File: src/logic/uart_fc_defs.svh
// Constants for the flow-controlled serial port
`ifndef UART_FC_DEFS_SVH
`define UART_FC_DEFS_SVH
`define CLK_FREQ_HZ 250000000
`define BAUD_MIN_BPS 1200
`define BAUD_MAX_BPS 460800
`define BAUD_DEF_BPS 115200
`define DIV_WIDTH 20
`define DATA_BITS 8
`define RX_DEPTH_DEF 16
`define RX_ALMOST_DEF 4
`define LINE_IDLE 1'b1
`define HS_ASSERTED 1'b0
`define HS_DEASSERTED 1'b1
`endif

File: src/logic/uart_fc_pkg.sv
// Types for the flow-controlled serial port
package uart_fc_pkg;
  typedef struct packed {
    logic [7:0] data;
    logic parityErr;
    logic frameErr;
  } rx_char_type;
  typedef struct packed {
    logic parityEn;
    logic parityOdd;
  } frame_cfg_type;
  typedef enum logic [1:0] {
    TX_IDLE = 2'b00,
    TX_START = 2'b01,
    TX_DATA = 2'b11,
    TX_STOP = 2'b10
  } tx_state_type;
  typedef enum logic [1:0] {
    RX_IDLE = 2'b00,
    RX_START = 2'b01,
    RX_DATA = 2'b11,
    RX_STOP = 2'b10
  } rx_state_type;
endpackage

File: src/logic/uart_tx.sv
// Serial transmitter with clear-to-send gating
`timescale 1ns/1ps
`include "uart_fc_defs.svh"
module uart_tx (
  // Clock and reset
  input wire logic clk_sys,
  input wire logic rst,
  // Configuration
  input wire logic [`DIV_WIDTH-1:0] baudDiv,
  input wire uart_fc_pkg::frame_cfg_type cfg,
  input wire logic clearOk,
  // Byte stream
  input wire logic txValid,
  output logic txReady,
  input wire logic [7:0] txData,
  // Line
  output logic txLine,
  output logic txBusy
);
  import uart_fc_pkg::*;
  tx_state_type state_r, state_nxt;
  logic [`DIV_WIDTH-1:0] cnt_r;
  logic [2:0] bitIdx_r;
  logic [8:0] shift_r;
  logic parBit_r;
  logic line_r;
  wire tick = (cnt_r == '0);
  // Start only when clear-to-send asserted; in-flight char completes
  assign txReady = (state_r == TX_IDLE) && clearOk;
  wire start = txValid && txReady;
  assign txLine = line_r;
  assign txBusy = (state_r != TX_IDLE);
  // Next state
  always_comb begin
    state_nxt = state_r;
    unique case (state_r)
      TX_IDLE: if (start) state_nxt = TX_START;
      TX_START: if (tick) state_nxt = TX_DATA;
      TX_DATA: if (tick && bitIdx_r == 3'd7 && (parBit_r || !cfg.parityEn)) state_nxt = TX_STOP;
      TX_STOP: if (tick) state_nxt = TX_IDLE;
    endcase
  end
  // Frame: start low, 8 data LSB first, optional parity, stop high
  always_ff @(posedge clk_sys) begin
    if (rst) begin
      state_r <= TX_IDLE;
      cnt_r <= '0;
      bitIdx_r <= 3'd0;
      shift_r <= '0;
      parBit_r <= 1'b0;
      line_r <= `LINE_IDLE;
    end else begin
      state_r <= state_nxt;
      cnt_r <= (tick || start) ? baudDiv : cnt_r - 1'b1;
      if (start) begin
        shift_r <= {^txData ^ cfg.parityOdd, txData};
        bitIdx_r <= 3'd0;
        parBit_r <= 1'b0;
        line_r <= 1'b0;
      end else if (tick) begin
        unique case (state_r)
          TX_IDLE: line_r <= `LINE_IDLE;
          TX_START: line_r <= shift_r[0];
          TX_DATA: begin
            if (bitIdx_r == 3'd7 && !parBit_r && cfg.parityEn) begin
              parBit_r <= 1'b1;
              line_r <= shift_r[8];
            end else if (bitIdx_r == 3'd7) begin
              parBit_r <= 1'b0;
              line_r <= 1'b1;
            end else begin
              bitIdx_r <= bitIdx_r + 3'd1;
              line_r <= shift_r[bitIdx_r + 3'd1];
            end
          end
          TX_STOP: line_r <= `LINE_IDLE;
        endcase
      end
    end
  end
  // Line idles high whenever no frame is in flight
  a_tx_idle_high: assert property (@(posedge clk_sys) disable iff (rst)
    $past(state_r) == TX_IDLE && state_r == TX_IDLE |-> txLine) else $error("tx line not idle high");
  a_tx_cts_gate: assert property (@(posedge clk_sys) disable iff (rst)
    state_r == TX_IDLE && !clearOk |=> state_r == TX_IDLE) else $error("tx started without clear");
  a_tx_start_low: assert property (@(posedge clk_sys) disable iff (rst)
    start |=> !txLine) else $error("start bit not low");
endmodule

File: src/logic/uart_rx.sv
// Serial receiver with parity check
`timescale 1ns/1ps
`include "uart_fc_defs.svh"
module uart_rx (
  // Clock and reset
  input wire logic clk_sys,
  input wire logic rst,
  // Configuration
  input wire logic [`DIV_WIDTH-1:0] baudDiv,
  input wire uart_fc_pkg::frame_cfg_type cfg,
  // Synchronised line
  input wire logic rxLine,
  // Received characters
  output logic charValid,
  output uart_fc_pkg::rx_char_type charOut
);
  import uart_fc_pkg::*;
  rx_state_type state_r, state_nxt;
  logic [`DIV_WIDTH-1:0] cnt_r;
  logic [2:0] bitIdx_r;
  logic [7:0] shift_r;
  logic parPhase_r, parErr_r, valid_r;
  rx_char_type char_r;
  wire tick = (cnt_r == '0);
  wire lastData = (bitIdx_r == 3'd7) && (!cfg.parityEn || parPhase_r);
  assign charValid = valid_r;
  assign charOut = char_r;
  // Next state
  always_comb begin
    state_nxt = state_r;
    unique case (state_r)
      RX_IDLE: if (!rxLine) state_nxt = RX_START;
      RX_START: if (tick) state_nxt = rxLine ? RX_IDLE : RX_DATA;
      RX_DATA: if (tick && lastData) state_nxt = RX_STOP;
      RX_STOP: if (tick) state_nxt = RX_IDLE;
    endcase
  end
  // Sample mid-bit; first wait is half a bit
  always_ff @(posedge clk_sys) begin
    if (rst) begin
      state_r <= RX_IDLE;
      cnt_r <= '0;
      bitIdx_r <= 3'd0;
      shift_r <= '0;
      parPhase_r <= 1'b0;
      parErr_r <= 1'b0;
      valid_r <= 1'b0;
      char_r <= '0;
    end else begin
      state_r <= state_nxt;
      valid_r <= 1'b0;
      if (state_r == RX_IDLE) begin
        cnt_r <= baudDiv >> 1;
        bitIdx_r <= 3'd0;
        parPhase_r <= 1'b0;
        parErr_r <= 1'b0;
      end else if (!tick) begin
        cnt_r <= cnt_r - 1'b1;
      end else begin
        cnt_r <= baudDiv;
        unique case (state_r)
          RX_START: ;
          RX_DATA: begin
            if (bitIdx_r == 3'd7 && parPhase_r) begin
              parErr_r <= (^shift_r ^ cfg.parityOdd) != rxLine;
            end else begin
              shift_r <= {rxLine, shift_r[7:1]};
              if (bitIdx_r == 3'd7) parPhase_r <= 1'b1;
              else bitIdx_r <= bitIdx_r + 3'd1;
            end
          end
          RX_STOP: begin
            valid_r <= 1'b1;
            char_r <= '{data: shift_r, parityErr: parErr_r && cfg.parityEn, frameErr: !rxLine};
          end
          default: ;
        endcase
      end
    end
  end
  a_rx_parity_off: assert property (@(posedge clk_sys) disable iff (rst)
    charValid && !cfg.parityEn |-> !charOut.parityErr) else $error("parity flagged when disabled");
  a_rx_valid_pulse: assert property (@(posedge clk_sys) disable iff (rst)
    charValid |=> !charValid) else $error("rx valid not a pulse");
endmodule

File: src/logic/uart_fc_top.sv
// Flow-controlled serial port on shared pins
// Functional notes
// - A full-duplex serial transmitter and receiver with flow control done in hardware.
// - Optional parity checking on received characters, flagging a mismatch when enabled.
// - Frame and handshake match a conventional asynchronous serial controller.
// - The ready-to-receive output is driven and clear-to-send is sampled, both active low.
// - Both data lines rest high when idle.
// - A low handshake line means asserted and a high one deasserted.
// - After reset the transmit pin is an output driven high.
// - After reset the receive pin is an input with pull-up.
// - After reset the ready-to-receive pin is an output driven low.
// - After reset the clear-to-send pin is an input with pull-down.
`timescale 1ns/1ps
`include "uart_fc_defs.svh"
module uart_fc_top #(
  parameter int DEPTH = `RX_DEPTH_DEF,
  parameter int ALMOST = `RX_ALMOST_DEF
) (
  // Clock and reset
  input wire logic clk_sys,
  input wire logic rst,
  // Configuration
  input wire logic [`DIV_WIDTH-1:0] baudDiv,
  input wire uart_fc_pkg::frame_cfg_type cfg,
  // Transmit stream
  input wire logic txValid,
  output logic txReady,
  input wire logic [7:0] txData,
  // Receive stream
  output logic rxValid,
  input wire logic rxReady,
  output uart_fc_pkg::rx_char_type rxChar,
  output logic rxOverflow,
  // Shared pins
  output logic shared_pin_tx_o,
  output logic shared_pin_tx_oe,
  input wire logic shared_pin_rx_i,
  output logic shared_pin_rx_pu,
  output logic shared_pin_ready_out_n_o,
  output logic shared_pin_ready_out_n_oe,
  input wire logic shared_pin_clear_in_n_i,
  output logic shared_pin_clear_in_pd
);
  import uart_fc_pkg::*;
  localparam int AW = $clog2(DEPTH);
  // Refuse buffer sizes the pointer logic cannot serve
  if (DEPTH < 4 || (1 << AW) != DEPTH || ALMOST < 1 || ALMOST >= DEPTH) begin : g_bad_size
    $error("uart_fc_top: bad DEPTH/ALMOST");
  end
  logic [1:0] rxSync_r, ctsSync_r;
  logic readyN_r, overflow_r;
  logic [AW:0] wr_r, rd_r;
  rx_char_type mem_r [DEPTH];
  logic charValid;
  rx_char_type charIn;
  logic txBusy;
  // Two-stage synchronisers for the pin inputs
  always_ff @(posedge clk_sys) begin
    if (rst) begin
      rxSync_r <= 2'b11;
      ctsSync_r <= 2'b00;
    end else begin
      rxSync_r <= {rxSync_r[0], shared_pin_rx_i};
      ctsSync_r <= {ctsSync_r[0], shared_pin_clear_in_n_i};
    end
  end
  // Clear-to-send low means asserted
  wire clearOk = (ctsSync_r[1] == `HS_ASSERTED);
  // Pin directions and pulls are fixed for the serial function
  assign shared_pin_tx_oe = 1'b1;
  assign shared_pin_rx_pu = 1'b1;
  assign shared_pin_ready_out_n_oe = 1'b1;
  assign shared_pin_clear_in_pd = 1'b1;
  assign shared_pin_ready_out_n_o = readyN_r;
  assign rxOverflow = overflow_r;
  // Receive buffer occupancy
  wire [AW:0] count = wr_r - rd_r;
  wire full = (count == (AW+1)'(DEPTH));
  wire push = charValid && !full;
  wire pop = rxValid && rxReady;
  assign rxValid = (wr_r != rd_r);
  assign rxChar = mem_r[rd_r[AW-1:0]];
  // Deassert ready-to-receive when space runs short, leaving slack for in-flight bytes
  wire roomLow = (count >= (AW+1)'(DEPTH - ALMOST));
  always_ff @(posedge clk_sys) begin
    if (rst) begin
      wr_r <= '0;
      rd_r <= '0;
      readyN_r <= `HS_ASSERTED;
      overflow_r <= 1'b0;
    end else begin
      if (push) begin
        mem_r[wr_r[AW-1:0]] <= charIn;
        wr_r <= wr_r + 1'b1;
      end
      if (pop) rd_r <= rd_r + 1'b1;
      readyN_r <= roomLow ? `HS_DEASSERTED : `HS_ASSERTED;
      overflow_r <= overflow_r || (charValid && full);
    end
  end
  // Transmitter
  uart_tx u_tx (
    .clk_sys(clk_sys),
    .rst(rst),
    .baudDiv(baudDiv),
    .cfg(cfg),
    .clearOk(clearOk),
    .txValid(txValid),
    .txReady(txReady),
    .txData(txData),
    .txLine(shared_pin_tx_o),
    .txBusy(txBusy)
  );
  // Receiver
  uart_rx u_rx (
    .clk_sys(clk_sys),
    .rst(rst),
    .baudDiv(baudDiv),
    .cfg(cfg),
    .rxLine(rxSync_r[1]),
    .charValid(charValid),
    .charOut(charIn)
  );
  a_rts_low_space: assert property (@(posedge clk_sys) disable iff (rst)
    count < (AW+1)'(DEPTH - ALMOST) |=> !shared_pin_ready_out_n_o) else $error("rts high with room");
  a_rts_high_full: assert property (@(posedge clk_sys) disable iff (rst)
    full |=> shared_pin_ready_out_n_o) else $error("rts low while full");
  a_pins_dir: assert property (@(posedge clk_sys)
    shared_pin_tx_oe && shared_pin_ready_out_n_oe && shared_pin_rx_pu && shared_pin_clear_in_pd)
    else $error("pin defaults lost");
  a_tx_after_rst: assert property (@(posedge clk_sys)
    $fell(rst) |-> shared_pin_tx_o && !shared_pin_ready_out_n_o) else $error("reset pin levels wrong");
  a_busy_no_ready: assert property (@(posedge clk_sys) disable iff (rst)
    txBusy |-> !txReady) else $error("ready while busy");
endmodule

File: config.mk
export PLATFORM = sky130hd
export DESIGN_NAME = uart_fc_top
export DESIGN_NICKNAME = d
export VERILOG_FILES = /design/src/logic/uart_fc_pkg.sv /design/src/logic/uart_tx.sv /design/src/logic/uart_rx.sv /design/src/logic/uart_fc_top.sv
export VERILOG_INCLUDE_DIRS = /design/src /design/src/logic
export SDC_FILE = /design/constraint.sdc
export NUM_CORES = 1
export LEC_CHECK = 0
export BUFFER_PORTS_ARGS = -buffer_cell sky130_fd_sc_hd__buf_2
export CAP_MARGIN = 30
export CORE_UTILIZATION = 53
export CTS_BUF_LIST = sky130_fd_sc_hd__clkbuf_16
export DETAILED_ROUTE_END_ITERATION = 7
export PLACE_DENSITY_LB_ADDON = 0.05
export RECOVER_POWER = 50
export SLEW_MARGIN = 10
export SYNTH_ARGS = -nofsm -noshare
export SYNTH_HDL_FRONTEND = slang
export SYNTH_SLANG_ARGS = --single-unit
File: constraint.sdc
create_clock -name clk_sys -period 2.85 [get_ports clk_sys]
set_input_delay 0.1425 -clock clk_sys [delete_from_list [all_inputs] [get_ports clk_sys]]
set_output_delay 0.1425 -clock clk_sys [all_outputs]
set_load 0.05 [all_outputs]
* Word level (Yosys, flattened, before mapping)
Memory sizes are Yosys's and may differ from the RTL's. A register that Yosys moved wholly into a read port is not among the register bits.
Cells that the tools add are included.
** Operators by class
- Add/subtract/negate cells :: 7
- Magnitude comparators :: 2
- Eq/ne operators :: 19
- Mux-type cells :: 30
- Bitwise gates (word level) :: 9
- Reductions and logical operators :: 42
** Operators by type and width (count)
- $logic_not 20->1 :: 2
- $mux 20 :: 2
- $sub 20x1->20 const B :: 2
- $reduce_and 4->1 :: 6
- $mux 19 :: 1
- $mux 2 :: 9
- $pmux 2 s4 :: 2
- $reduce_xor 8->1 :: 2
- $ne 2x1->1 const B :: 7
- $logic_and 1x1->1 :: 13
- $mux 1 :: 12
- $add 5x1->5 const B :: 2
- $reduce_and 3->1 :: 3
- $eq 2x2->1 const B :: 4
- $mux 4 :: 2
- $not 1->1 :: 7
- $add 3x1->3 const B :: 2
- $eq 3x3->1 const B :: 2
- $reduce_or 2->1 :: 3
- $eq 5x5->1 const B :: 1
- $ge 5x4->1 const B :: 1
- $lt 3x5->1 const B :: 1
- $ne 5x5->1 :: 1
- $sub 5x5->5 :: 1
- 11 further kinds :: 21
** Word-level totals
- Bits in registers :: 98
- Memory bits (writable) :: 160
- Input port bits :: 36
- Output and inout bits :: 19
- Word-level logic and storage cells :: 133
- Memories kept :: 1
** Memory list
- mem_r :: words 16, width 10, read ports 1, clocked after Yosys merged registers in 1, write ports 1, line uart_fc_top.sv:53 : rx_char_type mem_r [DEPTH];

* Depth between registers and ports, before layout
- Word-level depth :: 8
- Gate-level depth with buffers :: 9
- Gate-level depth less buffers :: 7

* By module
Synthesis repeated with hierarchy kept, for this count alone.
** Second synthesis, totals
- Cells, all modules :: 850
- Area, all modules :: 11363.4 um^2
** Modules (own cells, without submodules)
- uart_fc_top :: instances 1, cells each 356, area an instance 7103.1 um^2, sequential area each 5205.0 um^2
- uart_rx :: instances 1, cells each 278, area an instance 2423.6 um^2, sequential area each 920.9 um^2
- uart_tx :: instances 1, cells each 216, area an instance 1836.8 um^2, sequential area each 720.7 um^2

* Least setup slack after synthesis
Ideal clock, no wire load.
- Path type :: reg2reg
- Start :: reg rd_r[2]
- End :: mem mem_r[0][0] in the netlist's numbering (enable)
- Library setup time :: 404 ps
- Arrival :: 2729 ps
- Data required time :: 2446 ps
- Slack :: -282 ps
- Cell stages (with the launch flop) :: 10
- Path buffers :: 2
- Period minus slack after synthesis :: 3132 ps
- Cell sequence :: dfxtp_1 > inv_1 > ha_1 > nand3b_1 > a22oi_1 > a2111oi_4 > nand2b_1 > buf_2 > buf_2 > nor4_1
** Between the ends
- Longest elaborated chain between the ends :: 7
** RTL lines
- start: declaration :: line uart_fc_top.sv:52 : logic [AW:0] wr_r, rd_r;
- start signal: assignment :: line uart_fc_top.sv:96 : if (pop) rd_r <= rd_r + 1'b1;
- $sub 5x5->5 :: line uart_fc_top.sv:77 : wire [AW:0] count = wr_r - rd_r;
- $eq 5x5->1 :: line uart_fc_top.sv:78 : wire full = (count == (AW+1)'(DEPTH));
- $logic_not 1->1 :: line uart_fc_top.sv:79 : wire push = charValid && !full;
- $logic_and 1x1->1 :: line uart_fc_top.sv:79
- $mux 1 :: line uart_fc_top.sv:92 : if (push) begin
- $mux 1 :: line uart_fc_top.sv:86 : if (rst) begin
- $mux 1 (implied by the code) :: line uart_fc_top.sv:93 : mem_r[wr_r[AW-1:0]] <= charIn;
- end: declaration :: line uart_fc_top.sv:53
No other way between the ends.

* Worst setup path after layout
- Start :: reg rd_r[2]
- End :: mem mem_r[9][5] in the netlist's numbering (enable)
Same word-level chain as after synthesis.

==> flow_summary.yaml <==
timing:
  setup_viol: 0
  fmax_mhz: 369
  slew_headroom: 0.0453
  skew_ns: 0.0106
  hold_viol: 0
  fin_crit_ns: 2.71
  setup_tns_ns: 0
  postLayoutSetupSlackWorst_ns: 0.140
  worst_slew_pin_slew_ns: 1.43
  timing.final.crit_share: 0.951
  maxSlewViolCount: 0
layout:
  final_common_cell: "edfxtp_1"
  seq_area_um2: 6850
  final_cell_mix: "160 x edfxtp_1, 100 x dfxtp_1, 69 x nor2_1, 56 x nand2_1, 52 x mux4_2"
  antennaDiodeCount: 0
  multiInputGateArea_um2: 4160
  finalNetCount: 989
  areaGrowthSynthToFinish_pct: 18.4
  drive_gt1_frac: 0.218
  fill_cells: 1538
die:
  die_w_um: 147
  num_io_pins: 55
  die_y_um: 147
  initial_core_util: 0.546
  fp-row-count: 52
  die_area_um2: 21600
  core_um2: 20400
clocking:
  clk_pin_slew_ns: 0.06
  cts_tree: "built"
  cts_buffers: 27
  clockBufferDepth: 3
  cts.sinks: 262
  clk_latency_ns: 0.53
  cts_root_buffer: "clkbuf_16"
  ctsHtreeMaxLevel: 1
synth:
  ys_seq_area_frac: 0.614
  syn_inst: 823
  async_flop_share: 0
  ys_types: 59
  ys_ff_latch: 262
  netlist_area_um2: 11200
  syn_avg_cell_area_um2: 13.6
  yosys_most_used_dff: "edfxtp_1"
  synth_warnings: 0
  synth_edf_count: 160
global_routing:
  grt_pass1_wl_um: 38000
  grt_max_degree: 73
  grt_pass1_vias: 7118
  grt_overflow: 0
  track_usage: 0.227
  antenna_found_initial: 0
placement:
  dp.final_hpwl_um: 15900
  place.port_buffers: 50
  gp_congestion: 0.821
  pre_cts_ws_ns: 0.0350
drt:
  route.antenna.remaining_nets: 0
  drt_iter0_drc: 439
  drcViolationCount: 0
  via_per_inst: 5.71
  dr.pass1.iters: 5
  vias: 7006
  wire_per_inst_um: 19.6
  drt-total-wl_um: 24000
hold_path:
  holdCritPathClass: "in2reg"
pwr:
  max-vdd-ir-drop_v: 0.000453
  finalPower_mw: 7.98
  total_leakage_power_nw: 4.59
  p_per_area_nw_per_um2: 605
critical_path:
  crit_type: "reg2reg"
  worst_setup_path_start_kind: "flip-flop"
  path_max_fanout: 10
  worstPathRequired_ns: 3.07
  critPathArrivalTime_ns: 2.93
  end_kind: "flip-flop"
outcome:
  status: "completed"
flow_run:
  max_cap_violations: 0
==> what timing repair did <==
item | in CTS | in global routing
setup endpoints to repair | 0 | 55
hold endpoints to repair | 51 | 0
buffers inserted | 0 | 2
hold buffers | 39 | 0
resized for setup | 0 | 11
==> stage by stage <==
stage	cells	hold slack, ns	utilization	area, um2
finish	1228	0.0828	0.646	13200
global route	1228	0.0886	0.646	13200
CTS	1222	0.0580	0.642	13100
detailed placement	1133	0.337	0.582	11900
global placement	1133	0.341	0.582	11900
floorplan	826	0.246	-	11200
==> metal layers <==
layer	vias up	wire length, um	global-route usage	share of wire
met5	-	0	0	0
met4	0	752	0.0732	0.031
met3	46	1020	0.0301	0.042
met2	180	12300	0.392	0.51
met1	3464	10000	0.296	0.42
li1	3316	-	-	-
==> Yosys cell counts, drive strengths merged (5+ instances only) <==
| cell type | instances | share of area |
|---|---|---|
| or4 | 7 | 0.0050 |
| or2 | 5 | 0.0028 |
| ha | 16 | 0.018 |
| a21oi | 27 | 0.012 |
| dfxtp | 102 | 0.18 |
| nand2 | 56 | 0.019 |
| or3 | 9 | 0.0053 |
| a32oi | 5 | 0.0039 |
| nor4 | 13 | 0.0073 |
| nor2 | 69 | 0.023 |
| edfxtp | 160 | 0.43 |
| nor2b | 5 | 0.0028 |
| nand3 | 5 | 0.0022 |
| buf | 17 | 0.0083 |
| mux4 | 52 | 0.11 |
| xnor2 | 41 | 0.032 |
| o21ai | 39 | 0.018 |
| mux2i | 28 | 0.025 |
| nand2b | 13 | 0.0073 |
| a211oi | 14 | 0.0094 |
| xor2 | 13 | 0.010 |
| inv | 14 | 0.0047 |
| nor3 | 36 | 0.017 |
| clkbuf | 31 | 0.012 |
==> sequential cells by signal, indices dropped and copies added, names as in the netlist, 2 cells and up, named ones only <==
signal         flops
ctsSync_r          2
mem_r            160
rd_r               5
rxSync_r           2
u_rx.bitIdx_r      3
u_rx.charOut      10
u_rx.cnt_r        20
u_rx.shift_r       8
u_rx.state_r       2
u_tx.bitIdx_r      3
u_tx.cnt_r        20
u_tx.shift_r       9
u_tx.state_r       2
wr_r               5
==> kinds of logic (layout without fill, tap and decap cells) <==
group	Yosys count	in the layout	share of synthesized area
flops	262	262	0.614
mux	82	82	0.132
compound gates	109	109	0.0625
buf+inv	62	194	0.0254
fa+ha+maj	16	16	0.0179
simple gates	236	236	0.103
xor+xnor	55	55	0.0444
other cells	1	4	0.000336
==> power by group <==
group,leakage (nW),switching (mW),internal [mW]
clock,0.444,1.39,1.90
combinational,1.80,0.312,0.258
sequential,2.36,0.0739,4.05
total,4.59,1.77,6.21
==> final timing paths <==
kind	cells past startpoint	startpoint	to	slack (ns)
setup reg to reg	11	rd_r[2]	mem_r[9][5]	0.14
hold / removal	3	cfg[1]	u_tx.state_r[0]	0.08
hold reg to reg	1	rxSync_r[0]	rxSync_r[1]	0.43
setup / recovery	11	rd_r[2]	mem_r[9][5]	0.14
==> area by class of cell <==
type | count | share of cell area
clock buffers | 27 | 0.0512
clock inverters | 23 | 0.0118
inverters | 14 | 0.00398
multi-input cells | 502 | 0.315
flip-flops and latches | 262 | 0.519
well taps | 270 | 0.0256
repair buffers | 130 | 0.0735
==> critical path, cell delays in order (launching register included) <==
cell	delay (ns)
dfxtp_1	0.36
inv_1	0.08
ha_1	0.34
nand3b_1	0.16
a22oi_2	0.25
a2111oi_4	0.08
nand2b_1	0.15
buf_4	0.18
buf_4	0.15
buf_4	0.16
nor3_1	0.24
buf_4	0.24
No activity file was read; power rests on OpenSTA's default activity.
